`src/pkg/way_lock_pkg.sv`:
```
// package: constants for the way-lock and coupled-memory region block
package way_lock_pkg;
   // ****************************************************************
   // access selection
   // ****************************************************************
   localparam logic [3:0] SEL_WAY_LOCK = 4'h0;     // secondary selector for way-lock registers
   localparam logic [3:0] SEL_REGION = 4'h1;       // secondary selector for region registers
   localparam logic [2:0] VARIANT_DATA = 3'h0;     // variant picking the data side
   localparam logic [2:0] VARIANT_INSTR = 3'h1;    // variant picking the instruction side
   // ****************************************************************
   // field layouts and reset values
   // ****************************************************************
   localparam int NUM_WAYS = 4;                    // cache associativity
   localparam logic [3:0] LOCK_RESET = 4'h0;       // all ways open after reset
   localparam logic [11:0] LOCK_ONES = 12'hfff;    // bits 15:4 read as ones
   localparam logic [1:0] FILL_WAY_ALL_LOCKED = 2'h3; // fallback fill way
   localparam int BASE_LSB = 12;                   // base address low bit
   localparam int SIZE_LSB = 2;                    // size field low bit
   localparam logic [19:0] BASE_RESET = 20'h00000; // base after reset
   // ****************************************************************
   // size encoding bounds
   // ****************************************************************
   localparam logic [3:0] SIZE_MIN_CODE = 4'h3;    // 4KB
   localparam logic [3:0] SIZE_MAX_CODE = 4'hb;    // 1MB
   localparam int SIZE_SHIFT_BIAS = 9;             // code 3 -> 2^12 bytes
endpackage

```
`src/design/fill_way_pick.sv`:
```
// fill-way selector honouring the lock bits of one cache
module fill_way_pick
   import way_lock_pkg::*;
(
   // lock state and replacement proposal
   input wire logic [3:0] i_lock,
   input wire logic [1:0] i_victim,
   // chosen way
   output logic [1:0] o_way
);
   import way_lock_pkg::*;

   // first open way at or after the proposed victim, fallback to way 3
   always_comb begin
      logic [1:0] cand;
      cand = i_victim;
      o_way = FILL_WAY_ALL_LOCKED;
      if (&i_lock) begin
         o_way = FILL_WAY_ALL_LOCKED;
      end else begin
         for (int k = NUM_WAYS - 1; k >= 0; k--) begin
            cand = 2'(i_victim + 2'(k));
            if (!i_lock[cand]) begin
               o_way = cand;
            end
         end
      end
   end
endmodule

```
`src/design/way_lock_region.sv`:
```
// coprocessor registers for cache way locking and coupled-memory regions
// Behaviour
// - selector c0 way-lock, c1 region, others reserved
// - variant 0 data lock, 1 instruction lock
// - bit per way; set bit blocks allocation
// - all ways locked: fill goes to way 3
// - reset clears all lock bits
// - one instruction and one data region, 4KB minimum
// - region size comes from input pins
// - data region disabled at reset
// - instruction region enable follows boot pin
// - variant 0 data region, 1 instruction region
// - base 31:12, size 5:2 read-only, enable bit0
// - a region stops hitting one cycle after its enable bit clears
module way_lock_region
   import way_lock_pkg::*;
(
   // clock and reset
   input wire logic i_clk,
   input wire logic i_rst,
   // coprocessor register access
   input wire logic i_access,
   input wire logic i_write,
   input wire logic [3:0] i_secondary_register_selector,
   input wire logic [2:0] i_variant,
   input wire logic [31:0] i_wdata,
   // configuration pins
   input wire logic [3:0] i_data_region_size_pins,
   input wire logic [3:0] i_instruction_region_size_pins,
   input wire logic i_boot_from_region_pin,
   // linefill requests
   input wire logic [1:0] i_dcache_victim,
   input wire logic [1:0] i_icache_victim,
   // address lookups
   input wire logic [31:0] i_data_addr,
   input wire logic [31:0] i_instr_addr,
   // register read answer
   output logic [31:0] o_rdata,
   output logic o_rvalid,
   output logic o_reserved_access,
   // fill ways
   output logic [1:0] o_dcache_fill_way,
   output logic [1:0] o_icache_fill_way,
   // region hits
   output logic o_data_region_hit,
   output logic o_instr_region_hit
);
   import way_lock_pkg::*;

   // ****************************************************************
   // state
   // ****************************************************************
   typedef struct packed {
      logic [3:0] dlock;      // data cache lock bits
      logic [3:0] ilock;      // instruction cache lock bits
      logic [19:0] dbase;     // data region base
      logic [19:0] ibase;     // instruction region base
      logic den;              // data region enable
      logic ien;              // instruction region enable
      logic boot_pending;     // boot pin not yet sampled
      logic [31:0] rdata;     // read answer
      logic rvalid;           // read answer strobe
      logic reserved;         // reserved selector or variant strobe
      logic [1:0] dway;       // registered data fill way
      logic [1:0] iway;       // registered instruction fill way
      logic dhit;             // registered data hit
      logic ihit;             // registered instruction hit
   } state_t;

   state_t st;
   state_t next_st;
   logic [1:0] dway_comb;
   logic [1:0] iway_comb;

   // ****************************************************************
   // helpers
   // ****************************************************************
   // lock register read image: ones in 15:4
   function automatic logic [31:0] lock_image(input logic [3:0] l);
      lock_image = {16'h0000, LOCK_ONES, l};
   endfunction

   // region register read image
   function automatic logic [31:0] region_image(input logic [19:0] b, input logic [3:0] sz, input logic en);
      region_image = {b, 6'h00, sz, 1'b0, en};
   endfunction

   // hit test; reserved or absent size codes never hit
   function automatic logic region_hit(input logic en, input logic [19:0] b, input logic [3:0] sz,
                                       input logic [31:0] a);
      logic [31:0] lo;
      logic [31:0] span;
      lo = {b, 12'h000};
      span = 32'h0;
      region_hit = 1'b0;
      if (en && sz >= SIZE_MIN_CODE && sz <= SIZE_MAX_CODE) begin
         // five bits: code 11 plus the bias reaches 20, which four bits would wrap
         span = 32'h1 << (5'(sz) + 5'(SIZE_SHIFT_BIAS));
         region_hit = (a >= lo) && ((a - lo) < span);
      end
   endfunction

   // ****************************************************************
   // fill way pickers
   // ****************************************************************
   fill_way_pick u_dpick (
      .i_lock(st.dlock),
      .i_victim(i_dcache_victim),
      .o_way(dway_comb)
   );

   fill_way_pick u_ipick (
      .i_lock(st.ilock),
      .i_victim(i_icache_victim),
      .o_way(iway_comb)
   );

   // ****************************************************************
   // next state
   // ****************************************************************
   always_comb begin
      next_st = st;
      next_st.rvalid = 1'b0;
      next_st.reserved = 1'b0;
      // boot pin caught on first clock after reset release
      if (st.boot_pending) begin
         next_st.boot_pending = 1'b0;
         next_st.ien = i_boot_from_region_pin;
      end
      if (i_access) begin
         unique case (i_secondary_register_selector)
            SEL_WAY_LOCK: begin
               // variant picks side; others act as reserved
               if (i_variant == VARIANT_DATA) begin
                  if (i_write) next_st.dlock = i_wdata[3:0];
                  else next_st.rdata = lock_image(st.dlock);
               end else if (i_variant == VARIANT_INSTR) begin
                  if (i_write) next_st.ilock = i_wdata[3:0];
                  else next_st.rdata = lock_image(st.ilock);
               end else begin
                  next_st.reserved = 1'b1;
               end
            end
            SEL_REGION: begin
               // size is never written; it mirrors the pins
               if (i_variant == VARIANT_DATA) begin
                  if (i_write) begin
                     next_st.dbase = i_wdata[31:BASE_LSB];
                     next_st.den = i_wdata[0];
                  end else begin
                     next_st.rdata = region_image(st.dbase, i_data_region_size_pins, st.den);
                  end
               end else if (i_variant == VARIANT_INSTR) begin
                  if (i_write) begin
                     next_st.ibase = i_wdata[31:BASE_LSB];
                     next_st.ien = i_wdata[0];
                     next_st.boot_pending = 1'b0;
                  end else begin
                     next_st.rdata = region_image(st.ibase, i_instruction_region_size_pins, st.ien);
                  end
               end else begin
                  next_st.reserved = 1'b1;
               end
            end
            default: begin
               next_st.reserved = 1'b1;
            end
         endcase
         next_st.rvalid = !i_write && !next_st.reserved;
         if (next_st.reserved) next_st.rdata = 32'h00000000;
      end
      // fill ways and hits registered for clean outputs
      next_st.dway = dway_comb;
      next_st.iway = iway_comb;
      next_st.dhit = region_hit(st.den, st.dbase, i_data_region_size_pins, i_data_addr);
      next_st.ihit = region_hit(st.ien, st.ibase, i_instruction_region_size_pins, i_instr_addr);
   end

   // ****************************************************************
   // registers
   // ****************************************************************
   always_ff @(posedge i_clk or posedge i_rst) begin
      if (i_rst) begin
         st <= '0;
         st.dlock <= LOCK_RESET;
         st.ilock <= LOCK_RESET;
         st.dbase <= BASE_RESET;
         st.ibase <= BASE_RESET;
         st.den <= 1'b0;
         st.ien <= 1'b0;
         st.boot_pending <= 1'b1;
         st.dway <= FILL_WAY_ALL_LOCKED;
         st.iway <= FILL_WAY_ALL_LOCKED;
      end else begin
         st <= next_st;
      end
   end

   // outputs straight from flops
   assign o_rdata = st.rdata;
   assign o_rvalid = st.rvalid;
   assign o_reserved_access = st.reserved;
   assign o_dcache_fill_way = st.dway;
   assign o_icache_fill_way = st.iway;
   assign o_data_region_hit = st.dhit;
   assign o_instr_region_hit = st.ihit;
endmodule

```
`config.mk`:
```
export PLATFORM = sky130hd
export DESIGN_NAME = way_lock_region
export DESIGN_NICKNAME = d
export VERILOG_FILES = /design/src/pkg/way_lock_pkg.sv /design/src/design/fill_way_pick.sv /design/src/design/way_lock_region.sv
export SDC_FILE = /design/constraint.sdc
export NUM_CORES = 1
export LEC_CHECK = 0
export BUFFER_PORTS_ARGS = -buffer_cell sky130_fd_sc_hd__buf_2
export CORE_ASPECT_RATIO = 1.25
export CORE_UTILIZATION = 40
export CTS_CLUSTER_DIAMETER = 40
export DETAILED_ROUTE_END_ITERATION = 12
export PLACE_DENSITY_LB_ADDON = 0.1
export SLEW_MARGIN = 25
export SYNTH_ARGS = -nofsm -noshare
export SYNTH_HDL_FRONTEND = slang
export SYNTH_SLANG_ARGS = --single-unit
```
`constraint.sdc`:
```
create_clock -name i_clk -period 8.09 [get_ports i_clk]
set_clock_uncertainty 0.05 [all_clocks]
set_input_delay 1.618 -clock i_clk [delete_from_list [all_inputs] [get_ports i_clk]]
set_output_delay 1.618 -clock i_clk [all_outputs]
set_load 0.02 [all_outputs]
```
======== Yosys cells after proc, flatten, opt, wreduce, memory -nomap -nowiden ========
Index checks and enable logic that the tools add are counted.
operators by class
  $add $sub $neg .......................... 10
  $lt $le $gt $ge ......................... 16
  equality and inequality tests ........... 8
  shift-type cells ........................ 2
  muxes and demuxes ....................... 47
  bitwise gates (word level) .............. 1
  reduce and logical (&&, ||, !) cells .... 20
operators with widths
  cell                    count
  $mux W32                8
  $ge A32 B32 Y1          2
  $lt A32 B32 Y1          2
  $pmux W32 S2            1
  $shl A1 B5 Y32 const A  2
  $sub A32 B32 Y32        2
  $mux W36                1
  $mux W34                1
  $mux W2                 14
  $lt A2 B3 Y1 const B    8
  $ne A4 B4 Y1 const B    6
  $bmux W1 S2             8
  $reduce_and A4 Y1       4
  $mux W1                 14
  $add A4 B4 Y5 const B   2
  $reduce_and A5 Y1       2
  $add A2 B2 Y2 const B   4
  $ge A4 B2 Y1 const B    2
  $le A4 B4 Y1 const B    2
  $reduce_and A8 Y1       1
  $logic_and A1 B1 Y1     7
  $add A2 B1 Y2 const B   2
  $eq A4 B1 Y1 const B    1
  $logic_not A4 Y1        1
  6 further kinds         7
storage, ports and cells
  flip-flop bits (word level) ............. 91
  input port bits ......................... 120
  output and inout port bits .............. 40
  logic and storage cells ................. 118

======== Depth between registers and ports, before layout ========
Gate-level depths: netlist (run 1).
  depth after elaboration ................. 8
  mapped depth ............................ 16
  mapped depth without buffers ............ 16

======== Modules after synthesis ========
From an unflattened synthesis (run 1), not the netlist that was laid out.
unflattened totals
  cell total of the unflattened synthesis .. 899
  area total of the unflattened synthesis .. 7,724.9 µm²
by module, submodules not included
  module           times used  cells an instance  area an instance (µm²)  seq. area each (µm²)
  way_lock_region  1           875                7,579.8                 2,158.3
  fill_way_pick    2           12                 72.6                    0.0

======== Least setup slack after synthesis (run 1) ========
OpenSTA, ideal clock, no wires.
  path type ............................... in2reg
  from .................................... in i_instr_addr[12]
  to ...................................... reg st, in the netlist o_instr_region_hit
  setup time .............................. 94 ps
  data arrival time ....................... 4,224 ps
  data required time ...................... 7,946 ps
  path slack .............................. 3,722 ps
  stages on the path ...................... 15
  buffers on the path ..................... 0
  cells stage by stage .................... inv_1 > ha_1 > fa_1 > nor2b_1 > o31a_1 > nor3_1 > o21ai_1 > a21o_1 > xor2_1 > ha_1 > a21o_1 > a21oi_1 > nand2_1 > o311a_1 > a211oi_1
RTL lines
  element               RTL line                text
  start, declared       way_lock_region.sv:36   input wire logic [31:0] i_instr_addr,
  end signal, assigned  way_lock_region.sv:195  st <= next_st;
  end, declared         way_lock_region.sv:70   state_t st;

==> out/metrics.cfg, run 1 <==
[routing]
viasPerCell = 5.33
drc = 4
routedWlPerCell_um = 16.5
ant_nets = 0
routed_wl_um = 21000
drtPass1Iterations = 11
dr.first_iter.drc_count = 302
via_count = 6780

[layout]
drive_above_1_share_pct = 19.7
finalNonFillerCells = 1272
area_growth_syn_to_layout_pct = 14.7
fin_util_pct = 46.6
multi_input_area_um2 = 4930
final_nets = 1257
fill_cells = 1943
seq_area_um2 = 2160

[yosys]
synthArstFlopShare_pct = 100
yosysUniqueCellTypes = 64
ys.flop_type = dfrtp_1
syn_inst = 904
yosysSeqAreaShare_pct = 28.4
syn_area_um2 = 7600
synth.avg_cell_area_um2 = 8.41
synth_edf_count = 0
ys_ff_latch = 86
yosys_warnings = 0

[clock_network]
path_clk_slew_ns = 0.07
h-tree-depth = 3
clock_sinks = 86
cts_root_buffer = clkbuf_16
cts_resized = 0
clockBufferDepth = 2
cts_setup_buffers = 0
cts_buffers = 9
worstSkewPairLatency_ns = 0.35
cts_hold_buf = 0
cts_tree = built

[floorplan]
start_util_pct = 40.6
placementRows = 56
core_um2 = 18700
die_x_um = 125
die_y_um = 156
ios = 160
die_area_um2 = 19600

[power]
power_density_nw_per_um2 = 152
power_frac_seq_pct = 35.3
power_switching_mw = 0.463
switching_share_pct = 35.0
irDropWorstVdd_v = 0.0000814
intPower_mw = 0.861
clkPwrFrac_pct = 31.3
p_leak_nw = 4.33
comb_power_share_pct = 33.3

[grt]
grt_antenna_before_repair = 1
grt_overflow = 0
grt_max_degree = 49
grt_usage_pct = 22.2
grt_pass1_vias = 6791
grt_pass1_wl_um = 33900

[status]
status = complete, but fails checks
violations = design-rule violations

[setup_path]
critPathCaptureType = register
start_kind = primary input
cp_max_fo = 4
worstPathArrival_ns = 4.80
cp.required_ns = 8.29
worstSetupPathType = in2reg

[timing]
setup_viol = 0
fin_ws_ns = 3.49
tightest_slew_ns = 0.802
hold_slack_ns = 0.424
min_period_ns = 4.60
setup_tns_ns = 0
max_slew_margin_pct = 46.4
maxSlewViolCount = 0
maxClockFrequency_mhz = 217
period_share_pct = 56.9
rsz0062_at_grt = no
hold_viol = 0

[placement]
hpwl_um = 17100
io_buffers = 151
place.gp.congestion = 0.862
place_inst = 1254
place_ws_ns = 3.13

[worst_hold_path]
hold_path.class = reg2reg

[job]
cap_violations = 0

[per-stage QoR]
stage          cell area, um2  total power, mW
5_1_grt                  8710             1.42
2_1_floorplan            7710            0.796
3_5_place_dp             8410            0.916
3_3_place_gp             8410            0.913
4_1_cts                  8710             1.33
6_report                 8720             1.32
[cell type report]
class,count,share of cell area (%)
Antenna cell,2,0.0574
Clock inverter,7,0.847
Sequential cell,86,24.8
Tap cell,232,3.33
Timing Repair Buffer,157,9.19
Inverter,63,2.73
Multi-Input combinational cell,716,56.5
Clock buffer,9,2.58
[power by group through the flow]
stage	combinational, mW	sequential [mW]	clock (mW)
6_report	0.441	0.468	0.415
5_1_grt	0.506	0.471	0.441
4_1_cts	0.443	0.468	0.423
3_5_place_dp	0.440	0.476	0
3_3_place_gp	0.437	0.476	0
2_1_floorplan	0.323	0.473	0
[cell families after synthesis]
| family | Yosys count | share of synthesized area [%] |
|---|---|---|
| flip-flops | 86 | 28.4 |
| AND/OR/NAND/NOR | 261 | 16.2 |
| buffers and inverters | 131 | 8.44 |
| XOR/XNOR | 31 | 3.57 |
| other | 2 | 0.0988 |
| AO/OA/AOI/OAI | 274 | 23.9 |
| multiplexers | 15 | 2.12 |
| adder cells (fa/ha/maj) | 104 | 17.3 |
[sequential cells by signal, indices dropped and copies added, names as in the netlist]
signal / cells
o_instr_region_hit: 1
o_data_region_hit: 1
o_rdata: 27
o_rvalid: 1
o_reserved_access: 1
o_icache_fill_way: 2
o_dcache_fill_way: 2
st: 51
[cells in the mapped netlist (all sizes together), types with 11 or more instances]
cell type / number / area share, %
a211oi: 13 / 1.3
a21o: 30 / 3.0
a21oi: 54 / 3.7
a221oi: 12 / 1.5
a22oi: 16 / 1.6
buf: 43 / 4.1
clkbuf: 25 / 1.2
dfrtp: 81 / 27
ha: 102 / 17
inv: 63 / 3.1
nand2: 122 / 6.0
nand3: 25 / 1.6
nand4: 14 / 1.2
nor2: 34 / 1.7
nor2b: 19 / 1.6
nor3: 14 / 0.99
o21a: 11 / 1.1
o21ai: 73 / 4.8
o31ai: 22 / 2.2
xnor2: 19 / 2.2
xor2: 12 / 1.4
[worst paths after layout]
| path | from | to | slack [ns] | cells after the start |
|---|---|---|---|---|
| max | i_instr_addr[12] | o_instr_region_hit$_DFF_PP0_ | 3.49 | 16 |
| min | o_rdata[3]$_DFFE_PP0P_ | o_rdata[3]$_DFFE_PP0P_ | 0.42 | 1 |
| max reg2reg | st[43]$_DFFE_PP0P_ | o_instr_region_hit$_DFF_PP0_ | 4.42 | 14 |
| min reg2reg | o_rdata[3]$_DFFE_PP0P_ | o_rdata[3]$_DFFE_PP0P_ | 0.42 | 1 |
| max in group asynchronous | i_rst | st[71]$_DFFE_PP0P_ | 5.62 | 3 |
| min in group asynchronous | i_rst | o_rdata[26]$_DFFE_PP0P_ | 1.28 | 2 |
[metal layers]
| metal | vias up | routed length (um) | global-route usage, % |
|---|---|---|---|
| met1 | 3150 | 9660 | 28.7 |
| met5 | - | 0 | 0 |
| met2 | 138 | 10400 | 39.1 |
| li1 | 3471 | - | - |
| met3 | 21 | 660 | 2.23 |
| met4 | 0 | 346 | 6.16 |
[critical path, stage by stage]
cell and delay [ns]:
buf_2 0.07, inv_1 0.03, ha_1 0.21, fa_1 0.41
nor2b_1 0.18, o31a_1 0.23, nor3_1 0.07, o21ai_1 0.25
a21o_1 0.20, xor2_1 0.19, ha_1 0.27, a21o_1 0.16
a21oi_1 0.19, nand2_1 0.10, o311a_1 0.40, a211oi_1 0.23
[cells in the final DEF (no fill, tap or decap), types with 25 or more instances in the layout]
cell	count
nand3_1	25
inv_1	62
nor2_1	34
o21ai_0	71
nand2_1	122
a21o_1	30
dfrtp_1	81
a21oi_1	52
ha_1	102
conb_1	31
buf_2	151
No activity file was read; power rests on OpenSTA's default activity.
==> inputs of run 2 (changes only) <==
==> constraint.sdc (replaced) <==
create_clock -name i_clk -period 4.1 [get_ports i_clk]
set_clock_uncertainty 0.05 [all_clocks]
set_input_delay 0.82 -clock i_clk [delete_from_list [all_inputs] [get_ports i_clk]]
set_output_delay 0.82 -clock i_clk [all_outputs]
set_load 0.02 [all_outputs]
==> out/metrics.cfg, run 2 (synthesized netlist as in run 1, its figures left out) <==
[power]
power_density_nw_per_um2 = 296
p_leak_nw = 4.35
irDropWorstVdd_v = 0.000172

[clock_network]
path_clk_slew_ns = 0.07
clock_sinks = 86
cts_resized = 0
cts_hold_buf = 0
clockBufferDepth = 2
cts_setup_buffers = 0
worstSkewPairLatency_ns = 0.35
cts_root_buffer = clkbuf_16
cts_tree = built
h-tree-depth = 3
cts_buffers = 9

[layout]
fill_cells = 1912
design_area_um2 = 8760
area_growth_syn_to_layout_pct = 15.2
layout_common_cells = buf_2 (151), nand2_1 (122), ha_1 (102)
layout_commonest_cell = buf_2
seq_area_um2 = 2160
finalNonFillerCells = 1279
multi_input_area_um2 = 4930
final_nets = 1264
drive_above_1_share_pct = 20.2
largest_reg_flops = 51
top_register = st

[timing]
maxSlewViolCount = 0
setup_viol = 0
hold_slack_ns = 0.415
min_period_ns = 3.75
setup_tns_ns = 0
maxClockFrequency_mhz = 266
tightest_slew_ns = 0.756
max_slew_margin_pct = 49.4
rsz0062_at_grt = no
hold_viol = 0
period_share_pct = 91.6

[routing]
via_count = 6760
routedWlPerCell_um = 16.3
ant_nets = 0
drc = 3
dr.first_iter.drc_count = 333
drtPass1Iterations = 9
routed_wl_um = 20800
viasPerCell = 5.29

[worst_hold_path]
hold_path.class = in2async

[floorplan]
die_y_um = 156
start_util_pct = 40.6
placementRows = 56
die_area_um2 = 19600
core_um2 = 18700
ios = 160
die_x_um = 125

[setup_path]
worstPathArrival_ns = 3.95
critPathCaptureType = register
cp_max_fo = 3
cp.required_ns = 4.29
worstSetupPathType = in2reg
start_kind = primary input

[status]
status = complete, but fails checks
violations = design-rule violations

[grt]
grt_antenna_before_repair = 2
grt_usage_pct = 21.8
grt_max_degree = 44
grt_pass1_vias = 6549
grt_pass1_wl_um = 33200
grt_overflow = 0

[placement]
place_inst = 1261
hpwl_um = 17300
place_area_um2 = 8470
place.gp.congestion = 0.864
io_buffers = 151

[job]
cap_violations = 0

-- run 2: final cells by class --
| cell class | instances | share of cell area (%) |
|---|---|---|
| multi-input combinational | 716 | 56.2 |
| sequential | 86 | 24.6 |
| timing repair buffer | 164 | 9.74 |
| tap | 232 | 3.31 |
| inverter | 63 | 2.71 |
| clock buffer | 9 | 2.57 |
| clock inverter | 7 | 0.714 |
| antenna | 2 | 0.0571 |
-- run 2: worst paths after layout --
| path | slack (ns) | endpoint | depth (start not counted) | start |
|---|---|---|---|---|
| min | 0.41 | o_rdata[29]$_DFFE_PP0P_ | 2 | i_rst |
| min reg2reg | 0.42 | o_rdata[13]$_DFFE_PP0P_ | 2 | o_rdata[13]$_DFFE_PP0P_ |
| max in group asynchronous | 2.77 | st[40]$_DFF_PP1_ | 3 | i_rst |
| min in group i_clk | 0.42 | o_rdata[13]$_DFFE_PP0P_ | 2 | o_rdata[13]$_DFFE_PP0P_ |
| max reg2reg | 0.44 | o_instr_region_hit$_DFF_PP0_ | 14 | st[43]$_DFFE_PP0P_ |
| max | 0.35 | o_instr_region_hit$_DFF_PP0_ | 16 | i_instr_addr[12] |
-- run 2: critical path, stage by stage --
cell,delay (ns)
buf_2,0.07
inv_1,0.03
ha_1,0.21
fa_1,0.40
nor2b_1,0.17
o31a_1,0.19
nor3_1,0.06
o21ai_1,0.24
a21o_1,0.20
xor2_1,0.18
ha_1,0.27
a21o_1,0.16
a21oi_1,0.19
nand2_1,0.10
o311a_1,0.40
a211oi_1,0.24
-- run 2: stage by stage --
step                      setup slack [ns]  power [mW]  util [%]
final                                0.346        2.59      46.8
after global routing                0.0674        2.77      46.8
after CTS                            0.384        2.62      46.8
after detailed placement            0.0311        1.81      45.3
after global placement              0.0706        1.81      45.3
after floorplan                      0.530        1.57         -
-- run 2: layer usage --
metal | up-vias | GRT usage, % | share of wire [%]
met1 | 3138 | 27.7 | 45
met3 | 14 | 2.33 | 3.2
met4 | 0 | 5.69 | 1.3
met5 | - | 0 | 0
met2 | 136 | 39.2 | 50
li1 | 3472 | - | -
-- run 2: where the power goes --
group | leakage (nW) | internal (mW) | switching, mW | total, mW
Combinational | 3.23 | 0.376 | 0.496 | 0.873
Sequential | 0.987 | 0.895 | 0.0291 | 0.924
Clock | 0.133 | 0.424 | 0.371 | 0.795
==> inputs of run 3 (changes only) <==
--- a/config.mk
+++ b/config.mk
@@ -7,11 +7,12 @@
 export LEC_CHECK = 0
 export BUFFER_PORTS_ARGS = -buffer_cell sky130_fd_sc_hd__buf_2
 export CORE_ASPECT_RATIO = 1.25
-export CORE_UTILIZATION = 40
+export CORE_UTILIZATION = 52
+export CTS_BUF_LIST = sky130_fd_sc_hd__clkbuf_8
 export CTS_CLUSTER_DIAMETER = 40
 export DETAILED_ROUTE_END_ITERATION = 12
 export PLACE_DENSITY_LB_ADDON = 0.1
-export SLEW_MARGIN = 25
+export SLEW_MARGIN = 0
 export SYNTH_ARGS = -nofsm -noshare
 export SYNTH_HDL_FRONTEND = slang
 export SYNTH_SLANG_ARGS = --single-unit
==> out/metrics.cfg, run 3 (synthesized netlist as in run 1, its figures left out) <==
[clock_network]
worstSkewPairLatency_ns = 0.35
cts_resized = 0
h-tree-depth = 3
clock_sinks = 86
cts_tree = built
cts_root_buffer = clkbuf_8
path_clk_slew_ns = 0.09
clockBufferDepth = 2
cts_setup_buffers = 0
cts_buffers = 9
cts_hold_buf = 0

[layout]
area_growth_syn_to_layout_pct = 13.4
multi_input_area_um2 = 4930
drive_above_1_share_pct = 20.0
largest_reg_flops = 51
top_register = st
fin_util_pct = 60.1
layout_commonest_cell = buf_2
seq_area_um2 = 2160
final_nets = 1262
fill_cells = 1363
layout_common_cells = buf_2 (151), nand2_1 (122), ha_1 (102)
finalNonFillerCells = 1223

[routing]
ant_nets = 0
viasPerCell = 5.55
routed_wl_um = 19400
dr.first_iter.drc_count = 370
drc = 0
routedWlPerCell_um = 15.9
drtPass1Iterations = 7
via_count = 6790

[placement]
place.gp.congestion = 0.917
place_inst = 1205
hpwl_um = 16000
place_ws_ns = 0.103
io_buffers = 151

[grt]
met1_usage_pct = 35.0
gr-usage-met2_pct = 45.8
busiest_layer = met2
grt_pass1_wl_um = 30700
grt_antenna_before_repair = 1
grt_usage_pct = 26.6
grt_max_degree = 53
grtUsageMet3_pct = 2.93
grt_overflow = 0
grt_pass1_vias = 6444

[job]
cap_violations = 0

[timing]
min_period_ns = 3.66
rsz0062_at_grt = no
max_slew_margin_pct = 31.6
tightest_slew_ns = 1.03
maxClockFrequency_mhz = 273
setup_viol = 0
setup_tns_ns = 0
maxSlewViolCount = 0
hold_viol = 0
hold_slack_ns = 0.423
period_share_pct = 89.4
fin_ws_ns = 0.436

[setup_path]
start_kind = primary input
reg2regPathDepth = 15
r2r_start = st[63]$_DFFE_PP0P_
worstPathArrival_ns = 3.86
cp_max_fo = 3
cp.required_ns = 4.29
cp-startpoint = i_data_addr[12]
worstSetupPathType = in2reg
critPathCaptureType = register

[worst_hold_path]
hold_path.class = reg2reg
hp-start = o_rdata[27]$_DFFE_PP0P_
min_path_cells = 2

[floorplan]
placementRows = 49
die_x_um = 110
die_area_um2 = 15100
core_um2 = 14300
ios = 160
start_util_pct = 53.0
die_y_um = 137

[power]
power_density_nw_per_um2 = 287
irDropWorstVdd_v = 0.000213
p_leak_nw = 4.32

[status]
status = finished clean

run 3: cell types whose count changed in the layout (fill, tap and decap cells not counted), sizes merged:
cell / delta
inv: -4
clkinv: +2
clkbuf: +2
clkinvlp: -2
bufinv: +2
buf: -2
run 3: routing by layer:
| layer | wire length, um | up-vias | part of all wire [%] |
|---|---|---|---|
| met5 | 0 | - | 0 |
| met4 | 409 | 0 | 2.1 |
| met3 | 746 | 23 | 3.8 |
| met2 | 9350 | 167 | 48 |
| met1 | 8930 | 3136 | 46 |
| li1 | - | 3464 | - |
run 3: path summary, 6_finish.rpt:
kind,endpoint,slack (ns)
setup / recovery,o_data_region_hit$_DFF_PP0_,0.44
hold / removal,o_rdata[27]$_DFFE_PP0P_,0.42
setup reg to reg,o_data_region_hit$_DFF_PP0_,0.55
hold reg to reg,o_rdata[27]$_DFFE_PP0P_,0.42
max in group asynchronous,o_dcache_fill_way[1]$_DFF_PP1_,2.60
min in group asynchronous,o_rdata[29]$_DFFE_PP0P_,0.56
run 3: critical path: stages:
cell	delay, ns
buf_2	0.08
inv_1	0.03
ha_1	0.21
fa_1	0.40
nor2b_1	0.13
o21a_1	0.13
o21ai_0	0.09
a21boi_0	0.33
o21ai_0	0.16
a21oi_1	0.21
xor2_1	0.18
ha_1	0.26
nand4_1	0.13
nor2_1	0.06
a211oi_1	0.21
a211oi_1	0.11
nor3_1	0.31
run 3: cell type report:
type                       count  area share [%]
antenna                        2          0.0581
multi-input combinational    716            57.1
clock buffer                  11            1.76
clock inverter                 5           0.943
tap                          178            2.58
sequential                    86            25.0
timing repair buffer         162            9.72
inverter                      63            2.76
run 3: where the power goes:
part	internal, mW	switching [mW]	total [mW]	leakage [nW]
Sequential	0.895	0.0300	0.925	0.987
Combinational	0.374	0.489	0.863	3.22
Clock	0.377	0.307	0.683	0.116
Total	1.65	0.826	2.47	4.32
run 3: metrics by stage:
stage | power, mW | area [um2]
after detailed placement | 1.80 | 8380
after CTS | 2.48 | 8620
after global routing | 2.64 | 8620
after floorplan | 1.57 | 7710
after global placement | 1.79 | 8380
final | 2.47 | 8620
